## config.mk

```make
export PLATFORM = sky130hd
export DESIGN_NAME = gpio_port
export DESIGN_NICKNAME = d
export VERILOG_FILES = /design/src/verilog/gpio_port_pkg.sv /design/src/verilog/line_sync_edge.sv /design/src/verilog/gpio_port.sv
export SDC_FILE = /design/constraint.sdc
export NUM_CORES = 1
export LEC_CHECK = 0
export BUFFER_PORTS_ARGS = -buffer_cell sky130_fd_sc_hd__buf_4
export CORE_ASPECT_RATIO = 0.6
export CORE_UTILIZATION = 58
export CTS_BUF_LIST = sky130_fd_sc_hd__clkbuf_4 sky130_fd_sc_hd__clkbuf_8
export DETAILED_ROUTE_END_ITERATION = 7
export PLACE_DENSITY_LB_ADDON = 0.2
export SLEW_MARGIN = 10
export SYNTH_ARGS = -nofsm -noshare
export SYNTH_HDL_FRONTEND = slang
export SYNTH_SLANG_ARGS = --single-unit
```

## constraint.sdc

```tcl
create_clock -name hclk -period 2.33 [get_ports hclk]
set_clock_uncertainty 0.05 [all_clocks]
set_input_delay 0.1165 -clock hclk [delete_from_list [all_inputs] [get_ports hclk]]
set_output_delay 0.1165 -clock hclk [all_outputs]
set_load 0.02 [all_outputs]
```

## src/verilog/gpio_port_pkg.sv

```systemverilog
// shared constants, types and helpers of the sixteen-line port
`default_nettype none

package gpio_port_pkg;

  // ----------------------------------------------------------------
  // sizes
  // ----------------------------------------------------------------
  localparam int unsigned LINES = 16;      // port lines
  localparam int unsigned WORD_W = 32;     // register width
  localparam int unsigned OFFS_W = 12;     // offset bits decoded

  // ----------------------------------------------------------------
  // register offsets (byte addresses)
  // ----------------------------------------------------------------
  localparam logic [11:0] OFF_DIRECTION = 12'hc00;
  localparam logic [11:0] OFF_OPEN_DRAIN = 12'hc04;
  localparam logic [11:0] OFF_PIN_DATA = 12'hc08;
  localparam logic [11:0] OFF_EVENTS = 12'hc0c;
  localparam logic [11:0] OFF_IRQ_MASK = 12'hc10;
  localparam logic [11:0] OFF_EDGE_SELECT = 12'hc14;

  // ----------------------------------------------------------------
  // reset values
  // ----------------------------------------------------------------
  localparam logic [15:0] LINES_RESET = 16'h0000;   // every config field cleared
  localparam logic [31:0] WORD_ZERO = 32'h0000_0000; // unmapped and reserved reads
  localparam logic [15:0] EVENTS_RESET = 16'h0000;  // events start clear

  // ----------------------------------------------------------------
  // bus encodings
  // ----------------------------------------------------------------
  localparam logic HRESP_OKAY = 1'b0;

  // bus phase tracker
  typedef enum logic [1:0] {
    BUS_IDLE      = 2'b00,
    BUS_WRITE     = 2'b01,
    BUS_READ_WAIT = 2'b10,
    BUS_READ_DONE = 2'b11
  } bus_state_t;

  // software configuration of all lines, travels as one bundle
  typedef struct packed {
    logic [15:0] direction;   // 1 output, 0 input
    logic [15:0] open_drain;  // 1 open drain when output
    logic [15:0] pin_data;    // latched output value
    logic [15:0] irq_mask;    // 1 enables the line's request
    logic [15:0] edge_select; // 1 falling only, 0 any change
  } port_cfg_t;

  // line i sits in word bit 31-i; low half reads zero
  function automatic logic [31:0] lines_to_word(input logic [15:0] v);
    logic [31:0] w;
    w = WORD_ZERO;
    for (int i = 0; i < 16; i++) begin
      w[31-i] = v[i];
    end
    return w;
  endfunction

  // picks line bits out of a word; low half ignored
  function automatic logic [15:0] word_to_lines(input logic [31:0] w);
    logic [15:0] v;
    v = LINES_RESET;
    for (int i = 0; i < 16; i++) begin
      v[i] = w[31-i];
    end
    return v;
  endfunction

endpackage : gpio_port_pkg

`default_nettype wire

```

## src/verilog/line_sync_edge.sv

```systemverilog
// two-stage synchroniser and change detector for the port pins
`default_nettype none

module line_sync_edge
  import gpio_port_pkg::*;
#(
  parameter int unsigned WIDTH = 16
) (
  // clock and reset
  input wire logic hclk,
  input wire logic hresetn,
  // raw pins
  input wire logic [WIDTH-1:0] pin_in,
  // synchronised results
  output logic [WIDTH-1:0] level,
  output logic [WIDTH-1:0] changed,
  output logic [WIDTH-1:0] fell
);

  // ----------------------------------------------------------------
  // per-line synchroniser
  // ----------------------------------------------------------------
  logic [WIDTH-1:0] meta; // first stage, read only by level
  logic [WIDTH-1:0] prev; // previous synchronised sample

  // ----------------------------------------------------------------
  // warm-up after reset
  // ----------------------------------------------------------------
  // prev holds a real pin sample only from the third edge after reset;
  // before that a pin idling high would look like a change, so changes
  // inside those first edges are not reported
  logic [1:0] warm; // edges seen since reset, saturating
  wire armed = (warm == 2'h3); // successive samples are both real

  // counts the first edges after reset, then stays put
  always_ff @(posedge hclk or negedge hresetn) begin
    if (!hresetn) begin
      warm <= 2'h0;
    end else if (!armed) begin
      warm <= warm + 2'h1;
    end
  end

  genvar g;
  generate
    for (g = 0; g < WIDTH; g++) begin : g_line
      // two flops, then a third holding the older sample
      always_ff @(posedge hclk or negedge hresetn) begin
        if (!hresetn) begin
          meta[g] <= 1'b0;
          level[g] <= 1'b0;
          prev[g] <= 1'b0;
        end else begin
          meta[g] <= pin_in[g];
          level[g] <= meta[g];
          prev[g] <= level[g];
        end
      end
      // successive synchronised samples compared
      assign changed[g] = (level[g] ^ prev[g]) & armed;
      assign fell[g] = prev[g] & ~level[g] & armed;
    end
  endgenerate

endmodule : line_sync_edge

`default_nettype wire

```

## src/verilog/gpio_port.sv

```systemverilog
// sixteen-line port with change events, AHB-Lite registers
// Operation
// - direction bit 1 output, 0 input
// - reset makes lines inputs, config zero
// - bits 0..15 big-endian map to pins
// - open drain drives low, else released
// - open drain ignored on input lines
// - data write latched, driven when output
// - data read returns pin level always
// - event bits cleared only by one
// - events set even when masked
// - request when any unmasked event set
// - mask 1 enables, 0 disables line
// - edge bit 0 any, 1 falling
// - input lines generate change events
// - unmapped reads zero, writes ignored
// - registers 32 bit word aligned
// - asynchronous pins sampled safely
`default_nettype none

module gpio_port
  import gpio_port_pkg::*;
#(
  parameter int unsigned ADDR_W = 32
) (
  // clock and reset
  input wire logic hclk,
  input wire logic hresetn,
  // ahb-lite slave
  input wire logic hsel,
  input wire logic [ADDR_W-1:0] haddr,
  input wire logic [1:0] htrans,
  input wire logic hwrite,
  input wire logic [2:0] hsize,
  input wire logic [31:0] hwdata,
  input wire logic hready,
  output logic hreadyout,
  output logic hresp,
  output logic [31:0] hrdata,
  // port pins
  input wire logic [15:0] pin_in,
  output logic [15:0] pin_out,
  output logic [15:0] pin_oe,
  // request to the interrupt controller
  output logic irq
);

  // ----------------------------------------------------------------
  // state
  // ----------------------------------------------------------------
  port_cfg_t cfg;              // software configuration
  port_cfg_t next_cfg;         // its next value
  logic [15:0] events;         // sticky change events
  logic [15:0] next_events;
  bus_state_t state;           // bus phase
  bus_state_t next_state;
  logic [11:0] addr;           // offset held from address phase
  logic [31:0] next_rdata;     // read word chosen

  // synchroniser outputs
  logic [15:0] level;          // synchronised pin level
  logic [15:0] changed;        // level differs from previous
  logic [15:0] fell;           // high to low seen

  // ----------------------------------------------------------------
  // pin synchroniser and change detector
  // ----------------------------------------------------------------
  line_sync_edge #(
    .WIDTH(LINES)
  ) u_sync (
    .hclk(hclk),
    .hresetn(hresetn),
    .pin_in(pin_in),
    .level(level),
    .changed(changed),
    .fell(fell)
  );

  // ----------------------------------------------------------------
  // bus decode
  // ----------------------------------------------------------------
  // transfer taken when selected, non-idle and bus ready
  wire accept = hsel & hready & htrans[1];
  // data phase of a write
  wire wr_phase = (state == BUS_WRITE);
  // offset of the address phase
  wire [11:0] req_offs = haddr[OFFS_W-1:0];
  // register hits during the write data phase
  wire wr_dir = wr_phase && (addr == OFF_DIRECTION);
  wire wr_od = wr_phase && (addr == OFF_OPEN_DRAIN);
  wire wr_dat = wr_phase && (addr == OFF_PIN_DATA);
  wire wr_evt = wr_phase && (addr == OFF_EVENTS);
  wire wr_msk = wr_phase && (addr == OFF_IRQ_MASK);
  wire wr_edge = wr_phase && (addr == OFF_EDGE_SELECT);
  // only the upper half of the word carries lines
  wire [15:0] wr_lines = word_to_lines(hwdata);
  // whether the held offset names a register
  wire mapped = (addr == OFF_DIRECTION) || (addr == OFF_OPEN_DRAIN) ||
                (addr == OFF_PIN_DATA) || (addr == OFF_EVENTS) ||
                (addr == OFF_IRQ_MASK) || (addr == OFF_EDGE_SELECT);

  // ----------------------------------------------------------------
  // bus phase sequencing
  // ----------------------------------------------------------------
  // reads wait one cycle so that a write just before is visible
  always_comb begin
    next_state = state;
    case (state)
      BUS_READ_WAIT: begin
        next_state = BUS_READ_DONE;
      end
      default: begin
        // idle, write and read done phases may take a new request
        if (accept) begin
          next_state = hwrite ? BUS_WRITE : BUS_READ_WAIT;
        end else begin
          next_state = BUS_IDLE;
        end
      end
    endcase
  end

  // phase register and held offset
  always_ff @(posedge hclk or negedge hresetn) begin
    if (!hresetn) begin
      state <= BUS_IDLE;
      addr <= 12'h000;
    end else begin
      state <= next_state;
      if (accept) begin
        addr <= req_offs;
      end
    end
  end

  // stall only in the read wait cycle; always an okay response
  assign hreadyout = (state != BUS_READ_WAIT);
  assign hresp = HRESP_OKAY;

  // ----------------------------------------------------------------
  // read mux
  // ----------------------------------------------------------------
  always_comb begin
    if (addr == OFF_DIRECTION) begin
      next_rdata = lines_to_word(cfg.direction);
    end else if (addr == OFF_OPEN_DRAIN) begin
      next_rdata = lines_to_word(cfg.open_drain);
    end else if (addr == OFF_PIN_DATA) begin
      next_rdata = lines_to_word(level);
    end else if (addr == OFF_EVENTS) begin
      next_rdata = lines_to_word(events);
    end else if (addr == OFF_IRQ_MASK) begin
      next_rdata = lines_to_word(cfg.irq_mask);
    end else if (addr == OFF_EDGE_SELECT) begin
      next_rdata = lines_to_word(cfg.edge_select);
    end else begin
      next_rdata = WORD_ZERO;
    end
  end

  // read data loaded in the wait cycle, held until the next read
  always_ff @(posedge hclk or negedge hresetn) begin
    if (!hresetn) begin
      hrdata <= WORD_ZERO;
    end else if (state == BUS_READ_WAIT) begin
      hrdata <= next_rdata;
    end
  end

  // ----------------------------------------------------------------
  // configuration registers
  // ----------------------------------------------------------------
  // each field takes the line bits of a write to its offset
  always_comb begin
    next_cfg = cfg;
    if (wr_dir) begin
      next_cfg.direction = wr_lines;
    end
    if (wr_od) begin
      next_cfg.open_drain = wr_lines;
    end
    if (wr_dat) begin
      next_cfg.pin_data = wr_lines;
    end
    if (wr_msk) begin
      next_cfg.irq_mask = wr_lines;
    end
    if (wr_edge) begin
      next_cfg.edge_select = wr_lines;
    end
  end

  // all fields clear on reset, so every line starts as an input
  always_ff @(posedge hclk or negedge hresetn) begin
    if (!hresetn) begin
      cfg <= '{default: LINES_RESET};
    end else begin
      cfg <= next_cfg;
    end
  end

  // ----------------------------------------------------------------
  // change events
  // ----------------------------------------------------------------
  // qualifying change per line, only on inputs
  wire [15:0] hit_lines = (cfg.edge_select & fell) | (~cfg.edge_select & changed);
  wire [15:0] set_lines = hit_lines & ~cfg.direction;
  // ones written to the event offset clear
  wire [15:0] clear_lines = wr_evt ? wr_lines : LINES_RESET;

  // a set arriving with its clear wins; mask plays no part
  assign next_events = (events & ~clear_lines) | set_lines;

  // sticky event bits
  always_ff @(posedge hclk or negedge hresetn) begin
    if (!hresetn) begin
      events <= EVENTS_RESET;
    end else begin
      events <= next_events;
    end
  end

  // ----------------------------------------------------------------
  // interrupt request
  // ----------------------------------------------------------------
  // any unmasked event raises the single request
  wire irq_any = |(events & cfg.irq_mask);

  // request registered, one cycle behind the events
  always_ff @(posedge hclk or negedge hresetn) begin
    if (!hresetn) begin
      irq <= 1'b0;
    end else begin
      irq <= irq_any;
    end
  end

  // ----------------------------------------------------------------
  // pin drivers
  // ----------------------------------------------------------------
  // drive only outputs; open drain releases a high value
  wire [15:0] next_oe = cfg.direction & (~cfg.open_drain | ~cfg.pin_data);

  // latched value always present; enable decides if it reaches the pin
  always_ff @(posedge hclk or negedge hresetn) begin
    if (!hresetn) begin
      pin_out <= LINES_RESET;
      pin_oe <= LINES_RESET;
    end else begin
      pin_out <= cfg.pin_data;
      pin_oe <= next_oe;
    end
  end

  // ----------------------------------------------------------------
  // checks
  // ----------------------------------------------------------------
  // a read stalls exactly one cycle then completes
  a_read_wait_one: assert property (
    @(posedge hclk) disable iff (!hresetn)
    (accept && !hwrite) |=> !hreadyout ##1 hreadyout
  ) else $error("read did not complete after one wait");

  // a direction write lands in the following cycle
  a_dir_write_lands: assert property (
    @(posedge hclk) disable iff (!hresetn)
    wr_dir |=> (cfg.direction == word_to_lines($past(hwdata)))
  ) else $error("direction write not stored");

  // an input line is never driven
  a_input_undriven: assert property (
    @(posedge hclk) disable iff (!hresetn)
    ##1 ((pin_oe & ~$past(cfg.direction)) == LINES_RESET)
  ) else $error("input line driven");

  // an open drain output never drives high
  a_od_never_high: assert property (
    @(posedge hclk) disable iff (!hresetn)
    ##1 ((pin_oe & pin_out & $past(cfg.open_drain)) == LINES_RESET)
  ) else $error("open drain line driven high");

  // a push-pull output always has its drive enable set
  a_pushpull_drives: assert property (
    @(posedge hclk) disable iff (!hresetn)
    ##1 ((pin_oe & $past(cfg.direction & ~cfg.open_drain)) == $past(cfg.direction & ~cfg.open_drain))
  ) else $error("push-pull output not driven");

  // event bits fall only where a one was written
  a_event_sticky: assert property (
    @(posedge hclk) disable iff (!hresetn)
    ##1 (($past(events) & ~events & ~$past(clear_lines)) == LINES_RESET)
  ) else $error("event bit lost without clear");

  // a detected change sets its bit whatever the mask
  a_masked_still_sets: assert property (
    @(posedge hclk) disable iff (!hresetn)
    (set_lines != LINES_RESET) |=> ((events & $past(set_lines)) == $past(set_lines))
  ) else $error("event not recorded");

  // request follows unmasked events by one cycle
  a_irq_follows: assert property (
    @(posedge hclk) disable iff (!hresetn)
    irq_any |=> irq
  ) else $error("request missing");

  // masked events alone never raise the request
  a_mask_blocks: assert property (
    @(posedge hclk) disable iff (!hresetn)
    ((events & cfg.irq_mask) == LINES_RESET) |=> !irq
  ) else $error("request with no unmasked event");

  // falling-only lines ignore a rising change
  a_fall_only: assert property (
    @(posedge hclk) disable iff (!hresetn)
    ((set_lines & cfg.edge_select & level) == LINES_RESET)
  ) else $error("rise counted on falling-only line");

  // output lines make no events
  a_output_no_event: assert property (
    @(posedge hclk) disable iff (!hresetn)
    ((set_lines & cfg.direction) == LINES_RESET)
  ) else $error("event on output line");

  // unmapped offsets read zero
  a_unmapped_zero: assert property (
    @(posedge hclk) disable iff (!hresetn)
    (state == BUS_READ_WAIT && !mapped) |=> (hrdata == WORD_ZERO)
  ) else $error("unmapped read not zero");

  // the unused low half always reads zero
  a_low_half_zero: assert property (
    @(posedge hclk) disable iff (!hresetn)
    (hrdata[15:0] == 16'h0000)
  ) else $error("unused bits not zero");

  // data reads show the synchronised pin level
  a_data_reads_pins: assert property (
    @(posedge hclk) disable iff (!hresetn)
    (state == BUS_READ_WAIT && addr == OFF_PIN_DATA) |=> (hrdata == lines_to_word($past(level)))
  ) else $error("data read not pin level");

endmodule : gpio_port

`default_nettype wire

```

==> flow_summary.yaml, run 1 <==
sta:
  maxSlewViolCount: 0
  min_period_ps: 2163
  fin_setup_tns_ps: 0
  fmax_ghz: 0.4624
  worst_pin_slew_ps: 895.8
  max_slew_margin: 0.4028
  rsz0062_at_grt: "no"
  setup_viol: 0
  period_share: 0.9283
  report.final.hold_viol_count: 0
detailed_routing:
  drtIter0Drc: 492
  wl_per_cell_microns: 20.56
  ant_nets: 0
  viasPerCell: 5.799
  vias: 6106
  dr.pass1.iters: 4
  drc: 0
  routed_wl_mm: 21.65
logic_synthesis:
  synth-seq-cells: 209
  ys_types: 51
  synth_top_family_by_area: "multiplexers"
  synth_area_sq_um: 8742
  netlist_instances: 646
  synth_fa_ha_area_frac: 0.02433
  ys_seq_area_frac: 0.5983
  yosys_warnings: 0
  synth-xor-area-share: 0.001002
  syn_avg_cell_area_sq_um: 13.53
  synthMuxAreaShare: 0.1324
  yosys.area_share.simple: 0.08974
  synth_compound_area_frac: 0.1112
floorplan:
  die_h_microns: 97.10
  fp.dieW_microns: 160.5
  start_util: 0.5991
  rows: 34
  io_pins: 157
  dieArea_sq_um: 15580
  core_sq_um: 14590
power:
  p_total_uw: 8379
  p_comb_frac: 0.156
  p_switching_uw: 2275
  seqPwrFrac: 0.468
  internal-power_uw: 6104
  power_density_nw_per_um2: 764.5
  clockPowerShare: 0.376
  vdd.ir_drop.worst_mv: 0.5490
  switching_share: 0.2716
  p_leak_uw: 0.005252
grt:
  antenna_found_initial: 0
  grt_first_pass_wirelength_mm: 34.80
  grt_max_degree: 63
  grt_overflow: 0
  grt_usage: 0.2890
  grt_pass1_vias: 6383
clocking:
  cts.sinks: 209
  path_clk_slew_ps: 70
  cts_htree_levels: 1
  cts_root_buf: "clkbuf_8"
  postCtsSetupBuffers: 0
  cts_tree: "yes"
  cts_buffer_depth: 3
  numCtsBuffers: 29
  worstSkewPairLatency_ps: 560
placement:
  dp_hpwl_mm: 14.37
  numPortBuffers: 99
  place.gp.congestion: 0.9120
worst_setup_path:
  reg2reg_depth: 5
  cp_max_fo: 11
  r2r_end: "cfg[62]"
  required_ps: 2710
  criticalPathCategory: "reg -> reg"
  arrival_ps: 2540
  critical_path.endpoint_type: "flip-flop"
  crit_end: "cfg[62]"
  crit_start: "addr[8]"
  rrSetupSlack_ps: 170
  rr_startpoint: "addr[8]"
  startpoint_type: "flip-flop"
cells_and_area:
  multiInputGateArea_sq_um: 3202
  regArea_sq_um: 5230
  nets: 939
  num-fill-cells: 936
  antennaDiodeCount: 0
  drive_gt1_frac: 0.3497
  area_growth_pct: 25.38
status:
  status: "complete, no violations"
run:
  drv_cap: 0
worst_hold_path:
  min_path_type: "in -> async"
per-stage QoR:
step                instances  worst slack (ps)  hold WS (ps)  instance area (sq um)    util
floorplan                 662             406.1        -229.1                   8802       -
global placement          953             220.3         80.53                   9823  0.6732
detailed placement        953             180.5         81.20                   9823  0.6732
CTS                      1053             78.66         63.20                  10960  0.7510
global route             1053             100.7         105.8                  10960  0.7512
finish                   1053             167.2         80.84                  10960  0.7512
sequential cells by signal, indices dropped and copies added, names as in the netlist, 16 cells and up:
signal        cells
pin_oe           16
u_sync.meta      16
events           16
cfg              80
u_sync.level     16
u_sync.prev      16
pin_out          16
hrdata           16
critical path, cell delays in order, from the launching register on:
cell	delay, ps
dfrtp_1	380
and4bb_2	360
nand3_4	210
nor4_4	400
buf_4	270
mux2_2	350
cells by family (layout without fill, tap and decap cells):
family / count (synthesis) / in the layout
DFF: 209 / 209
AOI/OAI and AO/OA: 131 / 131
and+or+nand+nor: 121 / 121
muxes: 100 / 100
buffers and inverters: 66 / 259
adders and majority gates: 17 / 17
other: 1 / 17
xor gates and xnor gates: 1 / 1
cells in the mapped netlist (all sizes together):
master,count,area share
ha,17,0.024
clkbuf,12,0.0052
o221ai,1,0.0010
o21ai,11,0.0063
clkinv,2,0.00086
nand2,15,0.0064
a21boi,16,0.014
dfrtp,209,0.60
mux2i,5,0.0057
and4bb,1,0.0014
o32ai,1,0.0010
and3,1,0.00072
and2b,1,0.00086
a211o,16,0.016
a221oi,18,0.018
conb,1,0.00043
o31a,4,0.0040
nor2b,20,0.014
mux2,95,0.13
and3b,1,0.0010
a32o,9,0.010
buf,33,0.028
and4b,4,0.0046
nand3,3,0.0031
nand4,3,0.0046
a21oi,24,0.014
nor3b,17,0.015
nor4,1,0.0024
a2111oi,4,0.0040
a222oi,1,0.0011
nor3,5,0.0080
o22ai,4,0.0029
o211ai,1,0.00086
a31oi,8,0.0057
inv,19,0.0082
a211oi,4,0.0034
nand2b,20,0.014
nor2,29,0.013
xnor2,1,0.0010
a22o,9,0.0090
worst min path at each step:
stage                     startpoint        endpoint  slack [ps]
after floorplan              hresetn         addr[0]        -230
after global placement       hresetn  u_sync.meta[5]          80
after detailed placement     hresetn         cfg[37]          80
after CTS                    hresetn       events[3]          60
after global routing         hresetn         cfg[37]         110
final                        hresetn          cfg[4]          80
routing by layer:
layer	vias up	routed length, microns	global-route usage
met3	54	1535	0.05164
met5	-	0	0
met2	275	9960	0.4479
li1	2688	-	-
met1	3089	9556	0.4129
met4	0	600	0.1048
power groups by stage:
stage,registers (uW),clock network (uW),logic (uW)
2_1_floorplan,3970,0,684
3_3_place_gp,3970,0,1180
3_5_place_dp,3980,0,1220
4_1_cts,3920,3190,1290
5_1_grt,3930,3350,1410
6_report,3920,3150,1310
cells in the final DEF, fill, tap and decap left out, types with 4 or more instances in the layout:
master,n
inv_1,19
nor2b_1,19
nor3_4,4
a21oi_1,24
a21boi_0,16
o31a_1,4
nand2b_1,20
mux2_4,10
and4b_1,4
dlygate4sd3_1,46
nor2_1,28
a211o_1,16
nor3b_1,16
ha_1,17
conb_1,17
a32o_1,9
mux2_2,85
a211oi_1,4
mux2i_1,5
dfrtp_1,209
a2111oi_0,4
clkbuf_8,42
a31oi_1,8
buf_4,135
o21ai_0,11
a22o_1,9
o22ai_1,4
clkinv_2,4
nand2_1,15
a221oi_1,18
clkbuf_4,6
repair_timing:
item / 4_1_cts / 5_1_grt
endpoints found under the setup margin: 0 / 2
gates resized for setup: 0 / 1
hold buffers: 46 / 0
endpoints found under the hold margin: 305 / 0
final cells by class:
class | count | area share
clock buffer | 47 | 0.05559
clock inverter | 7 | 0.005936
inverter | 21 | 0.007192
multi-input combinational | 387 | 0.2921
sequential | 209 | 0.4772
tap | 198 | 0.02260
timing repair buffer | 184 | 0.1394
Power figures use the tool's default switching activity.
==> inputs of run 2 (changes only) <==
--- a/config.mk
+++ b/config.mk
@@ -5,11 +5,13 @@
 export SDC_FILE = /design/constraint.sdc
 export NUM_CORES = 1
 export LEC_CHECK = 0
+export ABC_AREA = 1
 export BUFFER_PORTS_ARGS = -buffer_cell sky130_fd_sc_hd__buf_4
 export CORE_ASPECT_RATIO = 0.6
 export CORE_UTILIZATION = 58
 export CTS_BUF_LIST = sky130_fd_sc_hd__clkbuf_4 sky130_fd_sc_hd__clkbuf_8
 export DETAILED_ROUTE_END_ITERATION = 7
+export MAX_ROUTING_LAYER = met4
 export PLACE_DENSITY_LB_ADDON = 0.2
 export SLEW_MARGIN = 10
 export SYNTH_ARGS = -nofsm -noshare
==> flow_summary.yaml, run 2 <==
worst_setup_path:
  rrSetupSlack_ps: 410
  r2r_end: "cfg[35]"
  arrival_ps: 2300
  crit_end: "cfg[35]"
  critical_path.endpoint_type: "flip-flop"
  cp_max_fo: 20
  path_buf_inv: 2
  slowest_delay_ps: 410
  criticalPathCategory: "reg -> reg"
  required_ps: 2710
  cp_slowest_cell: "dfrtp_1"
  crit_chain: "nor2_4 -> nand2_4 -> nor2_8 -> nand2_2 -> inv_2 -> nand2_2 -> buf_4 -> nand2_1 -> o21ai_2"
  reg2reg_depth: 9
  critPathTopFamily: "simple AND/OR/NAND/NOR gates"
  crit_top_cell: "nand2_2"
  rr_startpoint: "addr[7]"
  crit_start: "addr[7]"
  cp_num_cells: 9
  startpoint_type: "flip-flop"
cells_and_area:
  layout_commonest_cell: "dfrtp_1"
  top_register: "cfg"
  drive_gt1_frac: 0.2271
  antennaDiodeCount: 0
  instances_no_fill: 1277
  num-fill-cells: 1043
  largest_reg_flops: 80
  final_area_sq_um: 10920
  mostFrequentLayoutCells: "dfrtp_1 (209), nand2_1 (196), buf_4 (119)"
  area_growth_pct: 24.56
  post-route-util: 0.7463
  nets: 1163
floorplan:
  rows: 34
  fp.dieW_microns: 160.7
  start_util: 0.5992
  core_sq_um: 14630
  die_h_microns: 97.24
  dieArea_sq_um: 15630
  io_pins: 157
clocking:
  cts.sinks: 209
  cts_resized: 0
  cts_root_buf: "clkbuf_8"
  cts_tree: "yes"
  cts_htree_levels: 1
  path_clk_slew_ps: 70
  worstSkewPairLatency_ps: 560
  numCtsBuffers: 30
  cts_buffer_depth: 3
logic_synthesis:
  synth_ff_type: "dfrtp_1"
  ys_types: 34
  syn_avg_cell_area_sq_um: 9.908
  yosys_warnings: 0
  synth.area.top_cells: "dfrtp_1 (60%), nand2_1 (8.4%), inv_1 (4.3%)"
  synth_edf_count: 0
  synthTopCellsByCount: "dfrtp_1 (209), nand2_1 (196), inv_1 (101), nand3_1 (56), o21ai_1 (54)"
  synth-seq-cells: 209
  async_flop_share: 1.000
  synth_most_common_cell: "dfrtp_1"
  ys_seq_area_frac: 0.5965
  synth_top_area_frac: 0.5965
  synth_area_sq_um: 8768
  synth_top_area_cell: "dfrtp_1"
  netlist_instances: 885
run:
  drv_cap: 0
sta:
  worst_pin_slew_ps: 780.5
  min_period_ps: 1920
  setup_viol: 0
  fin_setup_tns_ps: 0
  max_slew_margin: 0.4791
  report.final.hold_viol_count: 0
  rsz0062_at_grt: "no"
  fmax_ghz: 0.5209
  maxSlewViolCount: 0
  period_share: 0.8240
placement:
  place.gp.congestion: 0.8528
  dp.cells: 1176
  placed_cell_area_sq_um: 9737
  numPortBuffers: 99
  dp_hpwl_mm: 13.10
detailed_routing:
  drtIter0Drc: 521
  vias: 6730
  ant_nets: 0
  wl_per_cell_microns: 16.16
  drc: 0
  dr.pass1.iters: 5
  routed_wl_mm: 20.63
  viasPerCell: 5.270
power:
  clockPowerShare: 0.423
  power_density_nw_per_um2: 736.5
  switching_share: 0.2422
  p_leak_uw: 0.005835
  p_comb_frac: 0.097
  vdd.ir_drop.worst_mv: 0.4920
  internal-power_uw: 6096
  seqPwrFrac: 0.480
  p_switching_uw: 1948
worst_hold_path:
  min_path_type: "in -> async"
grt:
  antenna_found_initial: 0
  grt_overflow: 0
  grt_usage: 0.2856
  grt_pass1_vias: 6510
  grt_max_degree: 65
  grt_first_pass_wirelength_mm: 33.73
status:
  status: "complete, no violations"
[run 2: changes by cell type after synthesis, moves of 26 or more]
cell | previous run | this run
nand2_1 | 15 | 196
inv_1 | 19 | 101
o21ai_2 | 0 | 31
mux2_2 | 85 | 10
o21ai_1 | 0 | 54
nand3_1 | 2 | 56
o21ai_0 | 11 | 37
[run 2: worst min-delay path by stage]
stage	slack, ps	from	cells after the start	to
6_report	70	hresetn	2	addr[11]
5_1_grt	100	hresetn	2	cfg[62]
4_1_cts	70	hresetn	2	u_sync.prev[0]
3_5_place_dp	90	hresetn	1	addr[10]
3_3_place_gp	90	hresetn	1	addr[10]
2_1_floorplan	-230	hresetn	0	addr[0]
[run 2: metal layers]
metal  vias to the layer above  global-route usage  share of wire  wire, microns
met3                        41             0.06018          0.073           1514
met2                       232              0.4169           0.44           9031
met5                         -                   -              0              0
li1                       3196                   -              -              -
met1                      3261              0.4109           0.47           9671
met4                         0             0.07257          0.020            414
[run 2: stage by stage]
stage,setup slack [ps],power (uW),hold WS (ps)
global placement,455.0,4620,87.87
finish,410.2,8044,66.06
floorplan,843.4,4318,-229.1
CTS,422.8,8096,66.21
detailed placement,430.8,4643,91.56
global route,292.3,8381,97.60
[run 2: cell type report]
class                      instances  area (sq um)  share of cell area
sequential                       209          5230              0.4789
clock inverter                     7         138.9             0.01272
inverter                         105         396.6             0.03632
tap                              198         247.7             0.02268
timing repair buffer             171          1468              0.1344
clock buffer                      48         585.6             0.05361
multi-input combinational        539          2855              0.2614
[run 2: timing repair]
action                                 in CTS  in global routing
endpoints found under the hold margin     335                  0
buffers inserted                            0                  0
hold buffers                               46                  0
[run 2: power by group through the flow]
stage / sequential (uW) / combinational, uW / clock (uW)
2_1_floorplan: 3930 / 389 / 0
3_3_place_gp: 3920 / 697 / 0
3_5_place_dp: 3930 / 717 / 0
4_1_cts: 3860 / 781 / 3450
5_1_grt: 3880 / 860 / 3650
6_report: 3860 / 780 / 3400
[run 2: kinds of logic (layout without fill, tap and decap cells)]
logic type                 after synthesis  after routing  share of synthesized area
adders and majority gates               17             17                    0.02426
and+or+nand+nor                        317            317                     0.1580
AOI/OAI and AO/OA                      177            177                     0.1223
other                                    1             17                  0.0004277
buffers and inverters                  153            331                    0.08476
DFF                                    209            209                     0.5965
xor gates and xnor gates                 1              1                  0.0009990
muxes                                   10             10                    0.01284
==> inputs of run 3 (changes only) <==
==> constraint.sdc (replaced) <==
create_clock -name hclk -period 1.9 [get_ports hclk]
set_clock_uncertainty 0.05 [all_clocks]
set_input_delay 0.095 -clock hclk [delete_from_list [all_inputs] [get_ports hclk]]
set_output_delay 0.095 -clock hclk [all_outputs]
set_load 0.02 [all_outputs]
==> flow_summary.yaml, run 3 (synthesis results as in run 2) <==
power:
  power_density_nw_per_um2: 847.8
  p_switching_uw: 2351
  seqPwrFrac: 0.512
  p_leak_uw: 0.005831
  switching_share: 0.2539
  clockPowerShare: 0.378
  internal-power_uw: 6907
  p_comb_frac: 0.110
  vdd.ir_drop.worst_mv: 0.5507
floorplan:
  start_util: 0.5992
  fp.dieW_microns: 160.7
  rows: 34
  dieArea_sq_um: 15630
  io_pins: 157
  die_h_microns: 97.24
  core_sq_um: 14630
detailed_routing:
  drc: 0
  vias: 6815
  wl_per_cell_microns: 16.72
  dr.pass1.iters: 5
  routed_wl_mm: 21.47
  viasPerCell: 5.308
  drtIter0Drc: 543
  ant_nets: 0
grt:
  grt_usage: 0.2989
  grt_pass1_vias: 6735
  grt_max_degree: 76
  antenna_found_initial: 0
  grt_overflow: 0
  grt_first_pass_wirelength_mm: 35.16
clocking:
  cts_root_buf: "clkbuf_8"
  cts_buffer_depth: 3
  cts.sinks: 209
  numCtsBuffers: 29
  cts_tree: "yes"
  cts_htree_levels: 1
  worstSkewPairLatency_ps: 560
  path_clk_slew_ps: 70
worst_setup_path:
  required_ps: 2270
  rr_startpoint: "addr[7]"
  startpoint_type: "flip-flop"
  critical_path.endpoint_type: "flip-flop"
  cp_max_fo: 22
  arrival_ps: 2160
  reg2reg_depth: 8
  r2r_end: "cfg[8]"
  criticalPathCategory: "reg -> reg"
  rrSetupSlack_ps: 110
worst_hold_path:
  whs_path_depth: 4
  whs_endpoint: "state[0]"
  hold_start: "hready"
  min_path_type: "in -> reg"
sta:
  min_period_ps: 1788
  fin_setup_tns_ps: 0
  period_share: 0.9410
  hold_slack_ps: 19.58
  maxSlewViolCount: 0
  report.final.hold_viol_count: 0
  setup_viol: 0
  rsz0062_at_grt: "no"
  fmax_ghz: 0.5593
cells_and_area:
  num-fill-cells: 1055
  layout_commonest_cell: "dfrtp_1"
  mostFrequentLayoutCells: "dfrtp_1 (209), nand2_1 (194), buf_4 (129)"
  area_growth_pct: 24.54
  antennaDiodeCount: 0
  drive_gt1_frac: 0.2302
  nets: 1178
  top_register: "cfg"
  largest_reg_flops: 80
placement:
  place.gp.congestion: 0.8874
  dp_hpwl_mm: 13.64
  numPortBuffers: 99
status:
  status: "complete, no violations"
run:
  drv_cap: 0
==> run 3: per-stage QoR <==
step	total power [uW]	instance area (sq um)	std cells	setup slack, ps	util
after global placement	5702	9819	1187	141.8	0.6710
after CTS	9287	10910	1284	58.39	0.7456
after global routing	9652	10920	1284	13.79	0.7462
after detailed placement	5727	9819	1187	87.94	0.6710
final	9259	10920	1284	112.1	0.7462
after floorplan	5296	8828	901	413.4	-
==> run 3: power by group through the flow <==
stage / clock network [uW] / logic, uW / registers, uW
3_3_place_gp: 0 / 891 / 4810
3_5_place_dp: 0 / 909 / 4820
6_report: 3500 / 1020 / 4740
5_1_grt: 3780 / 1120 / 4760
2_1_floorplan: 0 / 477 / 4820
4_1_cts: 3540 / 1010 / 4740
==> run 3: worst max path at each step <==
stage / from / slack [ps] / to / cells past startpoint
CTS: addr[7] / 60 / cfg[43] / 9
finish: addr[7] / 110 / cfg[8] / 8
global placement: addr[9] / 140 / hrdata[29] / 9
floorplan: addr[7] / 410 / cfg[71] / 9
global route: addr[7] / 10 / cfg[8] / 8
detailed placement: addr[7] / 90 / cfg[43] / 9
==> run 3: worst max-delay path: stages (launching register included) <==
cell	delay, ps
dfrtp_1	410
nor2_4	160
nand2_2	90
buf_4	160
nor2_8	240
nand3_2	140
buf_4	240
nand2_1	70
o21ai_0	80
==> run 3: per-layer routing <==
layer  global-route usage  share of wire
met3              0.05378          0.078
met5                    -              0
met2               0.4346           0.44
met4              0.07329          0.017
met1               0.4393           0.46
==> run 3: repair_timing <==
item | 4_1_cts | 5_1_grt
setup buffers | 0 | 0
hold endpoints to repair | 335 | 0
gates resized for setup | 0 | 3
endpoints found under the setup margin | 0 | 13
hold buffers | 51 | 0
==> run 3: final cells by class <==
class,count,area (sq um),share of cell area
multi-input combinational,539,2860,0.2619
timing repair buffer,187,1614,0.1478
tap,198,247.7,0.02269
clock inverter,3,42.54,0.003895
inverter,105,396.6,0.03632
clock buffer,43,529.3,0.04846
sequential,209,5230,0.4789
